### src/press_pkg.sv
// constants shared by the press start sequencing logic
// assumes a single 20 MHz system clock and synchronous inputs
package press_pkg;
  // clock and base tick
  localparam int unsigned CLK_PERIOD_NS = 50;
  localparam int unsigned TICK_PERIOD_MS = 1;
  localparam int unsigned TICK_CYCLES =
    TICK_PERIOD_MS * 1000000 / CLK_PERIOD_NS;
  localparam logic [9:0] MS_PER_S_LAST = 10'h3E7;
  // pulse limits in milliseconds
  localparam logic [8:0] PULSE_SHORT_MS = 9'h064;
  localparam logic [8:0] PULSE_LONG_MS = 9'h15E;
  localparam int unsigned RESTART_MAX_S = 30;
  localparam logic [14:0] RESTART_MAX_MS = 15'(RESTART_MAX_S * 1000);
  // counter saturation values and the intervention count limit
  localparam logic [8:0] RUN_S_MAX = 9'h1FF;
  localparam logic [12:0] MUTE_S_MAX = 13'h1FFF;
  localparam int unsigned MAX_INTERVENTIONS = 8;
  // three-way setting codes
  localparam logic [1:0] SET_ONE = 2'h1;
  localparam logic [1:0] SET_TWO = 2'h2;
  localparam logic [1:0] SET_THREE = 2'h3;
  // reset values
  localparam logic RST_NEED_FULL = 1'h1;
  localparam logic RST_ARMED = 1'h1;
endpackage

### src/press_intervention_start_logic.sv
// start sequencing for a press started by light-curtain interventions
// assumes all inputs synchronous to clk_sys_in and settings held static
//
// Behaviour
// - one high-low-high on the curtain input counts as one intervention
// - enable and curtain high raise request; next intervention enables
// - unauthorized output high while curtain low, unless muted or at top
// - enable drops on disable, intrusion, timeout or power-up may need full
// - restart interlock none restarts without a full start sequence
// - interlock three lets restart without full sequence during ramp-up
// - after a regular top stop only the interventions are needed
// - count selectable 1 to 8; start only when exactly reached
// - too many interventions drop enable and raise unauthorized at once
// - interval monitor 0 off or 1 to 500 s bounds both sequences
// - interval expiry output rises once the monitor time is reached
// - muting time 0 off or 1 to 7200 s; ramp input mutes only then
// - full sequence: interventions then restart pulse in order one
// - order two: restart pulse first, then the interventions
// - second enable: 1 absent, 2 every start, 3 full start only
// - first intervention valid after top reached or after ramp-up start
// - restart interlock: 1 none, 2 always, 3 downstroke or initial stop
// - minimum intervention and restart pulse widths 100 or 350 ms
// - interventions shorter than the minimum are ignored
// - restart pulse low-high-low, high at least minimum, at most 30 s
// - top-only start position flags a stop away from top
// - optional fault output on expiry or an unexpected intervention
// - restart request high while an active interlock awaits a pulse
// - top rising after a cycle clears count, drops enable, requests
`timescale 1ns/1ps
module press_intervention_start_logic #(
  parameter int unsigned TICK_CYCLES = press_pkg::TICK_CYCLES,
  parameter int unsigned MAX_COUNT = press_pkg::MAX_INTERVENTIONS
) (
  input wire logic clk_sys_in,
  input wire logic nrst_in,
  input wire logic main_enable_in,
  input wire logic second_enable_in,
  input wire logic curtain_in,
  input wire logic upper_dead_point_in,
  input wire logic ramp_up_in,
  input wire logic restart_in,
  input wire logic [3:0] intervention_count_setting_in,
  input wire logic order_reverse_in,
  input wire logic [12:0] ramp_mute_time_s_in,
  input wire logic [8:0] interval_time_s_in,
  input wire logic [1:0] second_enable_use_in,
  input wire logic [1:0] first_intervention_origin_in,
  input wire logic [1:0] restart_lock_in,
  input wire logic restart_min_long_in,
  input wire logic pulse_min_long_in,
  input wire logic start_pos_top_only_in,
  input wire logic fault_use_in,
  output logic press_enable_out,
  output logic restart_request_out,
  output logic intervention_request_out,
  output logic interval_expiry_out,
  output logic unauthorized_out,
  output logic wrong_position_out,
  output logic fault_out
);
  import press_pkg::*;

  if (TICK_CYCLES < 1 || TICK_CYCLES > 32768 ||
      MAX_COUNT < 1 || MAX_COUNT > 14)
  begin : g_bad_param
    $error("unsupported tick or count parameter");
  end

  localparam logic [14:0] TICK_LAST = 15'(TICK_CYCLES - 1);
  localparam logic [3:0] MAX_CNT = 4'(MAX_COUNT);

  function automatic logic [8:0] min_ms(input logic long_sel);
    min_ms = long_sel ? PULSE_LONG_MS : PULSE_SHORT_MS;
  endfunction

  // base timing
  logic [14:0] tick_cnt_q, tick_cnt_d;
  logic [9:0] ms_cnt_q, ms_cnt_d;
  logic ms_tick_q, ms_tick_d, sec_tick_q, sec_tick_d;

  always_comb
  begin
    tick_cnt_d = tick_cnt_q + 15'h1;
    ms_tick_d = 1'h0;
    if (tick_cnt_q == TICK_LAST)
    begin
      tick_cnt_d = 15'h0;
      ms_tick_d = 1'h1;
    end
    ms_cnt_d = ms_cnt_q;
    sec_tick_d = 1'h0;
    if (ms_tick_q)
    begin
      if (ms_cnt_q == MS_PER_S_LAST)
      begin
        ms_cnt_d = 10'h0;
        sec_tick_d = 1'h1;
      end
      else
        ms_cnt_d = ms_cnt_q + 10'h1;
    end
  end

  always_ff @(posedge clk_sys_in or negedge nrst_in)
  begin
    if (!nrst_in)
    begin
      tick_cnt_q <= 15'h0;
      ms_cnt_q <= 10'h0;
      ms_tick_q <= 1'h0;
      sec_tick_q <= 1'h0;
    end
    else
    begin
      tick_cnt_q <= tick_cnt_d;
      ms_cnt_q <= ms_cnt_d;
      ms_tick_q <= ms_tick_d;
      sec_tick_q <= sec_tick_d;
    end
  end

  // input history and pulse measurement
  logic curtain_q, top_q, ramp_q, restart_q;
  logic [8:0] low_ms_q, low_ms_d;
  logic [14:0] high_ms_q, high_ms_d;
  logic [12:0] mute_s_q, mute_s_d;
  logic low_armed_q, low_armed_d, armed_q, armed_d;
  logic curtain_fall, curtain_rise, top_rise, ramp_rise, restart_fall;
  logic intervention_ok, restart_ok, mute_on, arm_event;

  assign curtain_fall = curtain_q & ~curtain_in;
  assign curtain_rise = ~curtain_q & curtain_in;
  assign top_rise = ~top_q & upper_dead_point_in;
  assign ramp_rise = ~ramp_q & ramp_up_in;
  assign restart_fall = restart_q & ~restart_in;
  // origin two arms on ramp-up so an early intervention can count
  assign arm_event = (first_intervention_origin_in == SET_TWO) ?
                     ramp_rise : top_rise;
  assign intervention_ok = curtain_rise & low_armed_q &
    (low_ms_q >= min_ms(pulse_min_long_in));
  assign restart_ok = restart_fall &
    (high_ms_q >= {6'h0, min_ms(restart_min_long_in)}) &
    (high_ms_q <= RESTART_MAX_MS);
  // muting only when a time is set; the ramp input is ignored otherwise
  assign mute_on = (ramp_mute_time_s_in != 13'h0) & ramp_up_in &
    ~upper_dead_point_in & (mute_s_q < ramp_mute_time_s_in);

  always_comb
  begin
    low_ms_d = low_ms_q;
    if (curtain_fall)
      low_ms_d = 9'h0;
    else if (!curtain_in && ms_tick_q && low_ms_q < PULSE_LONG_MS)
      low_ms_d = low_ms_q + 9'h1;
    high_ms_d = high_ms_q;
    if (restart_in && !restart_q)
      high_ms_d = 15'h0;
    else if (restart_in && ms_tick_q && high_ms_q <= RESTART_MAX_MS)
      high_ms_d = high_ms_q + 15'h1;
    mute_s_d = mute_s_q;
    if (ramp_rise)
      mute_s_d = 13'h0;
    else if (sec_tick_q && mute_s_q != MUTE_S_MAX)
      mute_s_d = mute_s_q + 13'h1;
    armed_d = armed_q;
    if (arm_event)
      armed_d = 1'h1;
    else if (press_enable_out)
      armed_d = 1'h0;
    low_armed_d = low_armed_q;
    // enabled and at top: an extra intervention must reach the excess check
    if (curtain_fall)
      low_armed_d = armed_q | arm_event |
        (enable_q & upper_dead_point_in);
    else if (curtain_rise)
      low_armed_d = 1'h0;
  end

  always_ff @(posedge clk_sys_in or negedge nrst_in)
  begin
    if (!nrst_in)
    begin
      curtain_q <= 1'h1;
      top_q <= 1'h1;
      ramp_q <= 1'h0;
      restart_q <= 1'h0;
      low_ms_q <= 9'h0;
      high_ms_q <= 15'h0;
      mute_s_q <= 13'h0;
      armed_q <= RST_ARMED;
      low_armed_q <= 1'h0;
    end
    else
    begin
      curtain_q <= curtain_in;
      top_q <= upper_dead_point_in;
      ramp_q <= ramp_up_in;
      restart_q <= restart_in;
      low_ms_q <= low_ms_d;
      high_ms_q <= high_ms_d;
      mute_s_q <= mute_s_d;
      armed_q <= armed_d;
      low_armed_q <= low_armed_d;
    end
  end

  // sequencing
  logic enable_q, enable_d, need_full_q, need_full_d;
  logic done_q, done_d, excess_q, excess_d, timeout_q, timeout_d;
  logic run_q, run_d, wrong_q, wrong_d, unauth_q, unauth_d;
  logic req_q, req_d, rreq_q, rreq_d, fault_q, fault_d;
  logic [3:0] count_q, count_d;
  logic [8:0] run_s_q, run_s_d;
  logic need_restart, count_hit, set_ok, lock_on_drop, en2_need;
  logic unauth_now, drop, start_ok;

  assign need_restart = need_full_q & (restart_lock_in != SET_ONE);
  assign count_hit = count_q == intervention_count_setting_in;
  assign set_ok = intervention_count_setting_in != 4'h0 &&
                  intervention_count_setting_in <= MAX_CNT;
  assign unauth_now = ~curtain_in & ~mute_on & ~upper_dead_point_in;
  assign en2_need = second_enable_use_in == SET_TWO ||
    (second_enable_use_in == SET_THREE && need_full_q);
  // an extra intervention while enabled stops the press at the next clock
  assign drop = ~main_enable_in | unauth_now | excess_q | timeout_q |
    (intervention_ok & enable_q);
  assign start_ok = ~enable_q & count_hit & set_ok & main_enable_in &
    (~need_restart | done_q) & (~en2_need | second_enable_in) &
    ~timeout_q & ~wrong_q & ~excess_q & ~unauth_now;

  always_comb
  begin
    unique case (restart_lock_in)
      SET_TWO: lock_on_drop = 1'h1;
      SET_THREE: lock_on_drop = ~ramp_up_in;
      default: lock_on_drop = 1'h0;
    endcase
  end

  always_comb
  begin
    enable_d = enable_q;
    need_full_d = need_full_q;
    done_d = done_q;
    excess_d = excess_q;
    timeout_d = timeout_q;
    run_d = run_q;
    run_s_d = run_s_q;
    wrong_d = wrong_q;
    count_d = count_q;
    if (run_q && sec_tick_q && run_s_q != RUN_S_MAX)
      run_s_d = run_s_q + 9'h1;
    // clears come first so a same-cycle excess still sets
    if (top_rise)
    begin
      wrong_d = 1'h0;
      excess_d = 1'h0;
    end
    if (restart_ok && (timeout_q || excess_q))
    begin
      timeout_d = 1'h0;
      excess_d = 1'h0;
    end
    if (restart_ok && need_restart && (order_reverse_in || count_hit))
    begin
      done_d = 1'h1;
      if (order_reverse_in && !run_q)
      begin
        run_d = 1'h1;
        run_s_d = 9'h0;
      end
    end
    if (intervention_ok && !enable_q &&
        !(order_reverse_in && need_restart && !done_q))
    begin
      if (count_q >= intervention_count_setting_in)
      begin
        excess_d = 1'h1;
        count_d = 4'h0;
        need_full_d = 1'h1;
      end
      else
      begin
        count_d = count_q + 4'h1;
        timeout_d = 1'h0;
        if (!run_q)
        begin
          run_d = 1'h1;
          run_s_d = 9'h0;
        end
      end
    end
    if (start_ok)
    begin
      enable_d = 1'h1;
      need_full_d = 1'h0;
      done_d = 1'h0;
      run_d = 1'h0;
    end
    else if (enable_q && drop)
    begin
      enable_d = 1'h0;
      count_d = 4'h0;
      if (lock_on_drop)
        need_full_d = 1'h1;
      if (start_pos_top_only_in && !upper_dead_point_in)
        wrong_d = 1'h1;
    end
    else if (enable_q && top_rise)
    begin
      enable_d = 1'h0;
      count_d = 4'h0;
      run_d = 1'h1;
      run_s_d = 9'h0;
    end
    if (intervention_ok && enable_q)
      excess_d = 1'h1;
    // expiry sets last so it wins over any clear this cycle
    if (run_q && interval_time_s_in != 9'h0 &&
        run_s_q >= interval_time_s_in)
    begin
      timeout_d = 1'h1;
      enable_d = 1'h0;
      need_full_d = 1'h1;
      count_d = 4'h0;
      done_d = 1'h0;
      run_d = 1'h0;
    end
    unauth_d = unauth_now | excess_d;
    req_d = ~enable_d & main_enable_in & curtain_in &
      (count_d < intervention_count_setting_in) &
      (~order_reverse_in | ~need_restart | done_q);
    rreq_d = ~enable_d & need_full_d & (restart_lock_in != SET_ONE) &
      ~done_d & (order_reverse_in | count_hit);
    fault_d = fault_use_in & (timeout_d | excess_d);
  end

  always_ff @(posedge clk_sys_in or negedge nrst_in)
  begin
    if (!nrst_in)
    begin
      enable_q <= 1'h0;
      need_full_q <= RST_NEED_FULL;
      done_q <= 1'h0;
      excess_q <= 1'h0;
      timeout_q <= 1'h0;
      run_q <= 1'h0;
      run_s_q <= 9'h0;
      wrong_q <= 1'h0;
      count_q <= 4'h0;
      unauth_q <= 1'h0;
      req_q <= 1'h0;
      rreq_q <= 1'h0;
      fault_q <= 1'h0;
    end
    else
    begin
      enable_q <= enable_d;
      need_full_q <= need_full_d;
      done_q <= done_d;
      excess_q <= excess_d;
      timeout_q <= timeout_d;
      run_q <= run_d;
      run_s_q <= run_s_d;
      wrong_q <= wrong_d;
      count_q <= count_d;
      unauth_q <= unauth_d;
      req_q <= req_d;
      rreq_q <= rreq_d;
      fault_q <= fault_d;
    end
  end

  assign press_enable_out = enable_q;
  assign restart_request_out = rreq_q;
  assign intervention_request_out = req_q;
  assign interval_expiry_out = timeout_q;
  assign unauthorized_out = unauth_q;
  assign wrong_position_out = wrong_q;
  assign fault_out = fault_q;
endmodule

### config.mk
export PLATFORM = sky130hd
export DESIGN_NAME = press_intervention_start_logic
export DESIGN_NICKNAME = d
export VERILOG_FILES = /design/src/press_pkg.sv /design/src/press_intervention_start_logic.sv
export SDC_FILE = /design/constraint.sdc
export NUM_CORES = 1
export LEC_CHECK = 0
export ABC_AREA = 1
export ABC_CLOCK_PERIOD_IN_PS = 2100
export BUFFER_PORTS_ARGS = -buffer_cell sky130_fd_sc_hd__clkbuf_2
export CORE_MARGIN = 10
export CORE_UTILIZATION = 42
export CTS_CLUSTER_SIZE = 8
export DETAILED_ROUTE_END_ITERATION = 8
export PLACE_DENSITY = 0.66
export SETUP_SLACK_MARGIN = 0.1
export SYNTH_ARGS = -nofsm -noshare
export SYNTH_HDL_FRONTEND = slang
export SYNTH_SLANG_ARGS = --single-unit
export TNS_END_PERCENT = 5
### constraint.sdc
create_clock -name clk_sys_in -period 2.1 [get_ports clk_sys_in]
set_input_delay 0.105 -clock clk_sys_in [delete_from_list [all_inputs] [get_ports clk_sys_in]]
set_output_delay 0.105 -clock clk_sys_in [all_outputs]
set_load 0.02 [all_outputs]
==> results.sh <==
export IMPL_seqPwrFrac=0.425
export IMPL_fmax_ghz=0.419
export IMPL_die_area_sq_mm=0.0198
export IMPL_grt_pass1_wl_um=24300
export IMPL_setup_viol=4
export IMPL_violations="negative setup slack"
export IMPL_p_switching_uw=1320
export IMPL_synth_cell_type_count=49
export IMPL_drive_above_1_share=0.245
export IMPL_power_frac_clock=0.369
export IMPL_num_io_pins=52
export IMPL_clock_sinks=94
export IMPL_worst_slack_ns=-0.286
export IMPL_synth_top_area_cell="dfrtp_1"
export IMPL_cts_buffers=9
export IMPL_final_hold_violation_count=0
export IMPL_dpl_cell_count=1087
export IMPL_rows=44
export IMPL_skew_ns=0.00683
export IMPL_yosys_top_cells_count="nand2_1, inv_1, dfrtp_1"
export IMPL_vdd_drop_max_mv=0.399
export IMPL_drt_initial_drc_count=355
export IMPL_outcome="finished, violations left"
export IMPL_dp_hpwl_um=11000
export IMPL_finalCritPeriodShare=1.14
export IMPL_num_vias=5515
export IMPL_grt_ovfl_total=0
export IMPL_place_ws_ns=-0.322
export IMPL_n_fill_cell=1307
export IMPL_synth_yosys_seq_area_share=0.386
export IMPL_num_nets_final=1015
export IMPL_synth_flop_cell="dfrtp_1"
export IMPL_cp_end_kind="flip-flop"
export IMPL_rsz0062_at_grt="yes"
export IMPL_p_total_uw=4730
export IMPL_yosysMostFrequentCell="nand2_1"
export IMPL_p_leak_uw=0.00388
export IMPL_core_area_sq_mm=0.0144
export IMPL_worst_pin_slew_ns=0.540
export IMPL_die_y_um=141
export IMPL_slew_headroom=0.640
export IMPL_crit_required_ns=2.38
export IMPL_synth_area_top_cells="dfrtp_1, ha_1, nand2_1"
export IMPL_netlist_area_leader_share=0.369
export IMPL_post_drt_via_cell_ratio=4.96
export IMPL_syn2layout_area_growth_pct=27.1
export IMPL_critPathKind="reg -> reg"
export IMPL_insertion_delay_ns=0.35
export IMPL_antenna_left=0
export IMPL_drc=0
export IMPL_ys_ff_latch=94
export IMPL_synth_area_sq_mm=0.00611
export IMPL_start_kind="flip-flop"
export IMPL_start_util=0.425
export IMPL_syn_avg_cell_area_sq_um=7.75
export IMPL_gp_congestion=0.847
export IMPL_path_clk_slew_ns=0.07
export IMPL_min_path_type="in -> reg"
export IMPL_fin_cells=1111
export IMPL_tns_ns=-0.396
export IMPL_crit_arrival_ns=2.66
export IMPL_switching_share=0.279
export IMPL_port_buffers=51
export IMPL_finalWorstPathRequiredPeriod_ns=2.39
export IMPL_netlist_instances=788
export IMPL_power_density_mw_per_mm2=609
export IMPL_die_width_um=141
export IMPL_cts_tree="built"
export IMPL_critPathMaxFanout=4
export IMPL_async_reset_ff_frac=1.00
export IMPL_maxSlewViolCount=0
export IMPL_synth_edf_count=0
export IMPL_antenna_found_initial=0
export IMPL_htreeDepth=3
export IMPL_combPwrFrac=0.207
export IMPL_grt_max_degree=41
export IMPL_grt_pass1_vias=5297
export IMPL_p_int_uw=3410
export IMPL_cts_buffer_depth=2
export IMPL_drt_pass1_iter_count=5
export IMPL_root_buffer="clkbuf_16"
export IMPL_drt_total_wl_um=14500
export IMPL_yosysWarnings=0
export IMPL_maxCapViolCount=0
export IMPL_n_antenna_cell=0
export IMPL_track_usage=0.145
export IMPL_wire_per_inst_um=13.1
export IMPL_synth_fp_nets=881
[metrics by stage]
stage | utilization | area [sq um] | hold WS, ns
global placement | 0.495 | 7110 | 0.125
finish | 0.540 | 7770 | 0.00645
detailed placement | 0.495 | 7110 | 0.125
floorplan | - | 6130 | -0.191
global route | 0.540 | 7770 | 0.0108
CTS | 0.526 | 7560 | 0.00164
[layout make-up]
class / count / area (sq um) / area share
Clock buffer: 14 / 284 / 0.0366
Clock inverter: 2 / 37.5 / 0.00483
Inverter: 147 / 552 / 0.0710
Multi-Input combinational cell: 544 / 3460 / 0.446
Sequential cell: 94 / 2360 / 0.304
Tap cell: 184 / 230 / 0.0296
Timing Repair Buffer: 126 / 843 / 0.109
[critical path, stage by stage (launching register included)]
cell and delay (ns):
dfrtp_1 0.42, ha_4 0.28, nand3_2 0.09, nor2_2 0.12, nand2_2 0.08, nand3_4 0.11
nand3_4 0.11, nor3_4 0.20, a21oi_2 0.10, o21ai_2 0.09, nor2_4 0.07, ha_4 0.24
a211oi_2 0.17, nand3_1 0.13, a21oi_2 0.11
[flip-flops by register name, indices dropped and copies added (netlist names), 4 cells and up]
name / cells
count_q: 4
high_ms_q: 15
low_ms_q: 9
ms_cnt_q: 10
mute_s_q: 13
run_s_q: 9
tick_cnt_q: 15
[layer usage]
layer / up-vias / wire length [um] / track usage / share of wire
met4: 0 / 198 / 0.0511 / 0.014
met3: 12 / 710 / 0.0322 / 0.049
met5: - / 0 / 0 / 0
met1: 2537 / 6740 / 0.185 / 0.46
met2: 110 / 6860 / 0.237 / 0.47
li1: 2856 / - / - / -
[cell families after synthesis]
group,count (synthesis),synth area share
buffers and inverters,150,0.0938
flip-flops,94,0.386
multiplexers,2,0.00328
AND/OR/NAND/NOR,370,0.293
AO/OA/AOI/OAI,107,0.102
XOR/XNOR,17,0.0244
adder cells (fa/ha/maj),48,0.0983
[worst paths after layout]
kind | from | end | slack (ns) | cells past startpoint
worst max-delay path | low_ms_q[5] | intervention_request_out | -0.29 | 14
worst max register to register | low_ms_q[5] | intervention_request_out | -0.29 | 14
max in group asynchronous | nrst_in | high_ms_q[8] | 1.13 | 3
worst min-delay path | start_pos_top_only_in | wrong_position_out | 0.006 | 3
worst min register to register | tick_cnt_q[14] | tick_cnt_q[14] | 0.46 | 1
min in group asynchronous | nrst_in | count_q[3] | 0.28 | 2
[power by group through the flow]
stage	registers, uW	clock network [uW]	logic, uW
final	2010	1740	978
after floorplan	2080	0	497
after CTS	2010	1790	962
after global placement	2040	0	917
after global routing	2020	1870	1110
after detailed placement	2040	0	935
[cells in the final DEF (no fill, tap or decap), drive strengths merged, types with 2 or more instances in the layout]
cell type      n
buf           72
ha            48
nor2          88
inv          147
o22ai          2
dlygate4sd3    4
nand3         47
dfstp          4
xor2          16
a21oi         45
nand3b         3
a31oi          8
o21ai         40
dfrtp         90
nor4          13
nand4         24
nor3b          2
a211oi         5
mux2i          2
nor3          35
clkbuf        64
nand2        155
[what timing repair did]
item | CTS | global route
hold endpoints to repair | 38 | 0
resized for setup | 15 | 33
setup endpoints to repair | 13 | 30
pin swaps | 9 | 15
buffers inserted | 1 | 3
hold buffers | 4 | 0
Note: power is estimated with default switching activity, not from simulation.
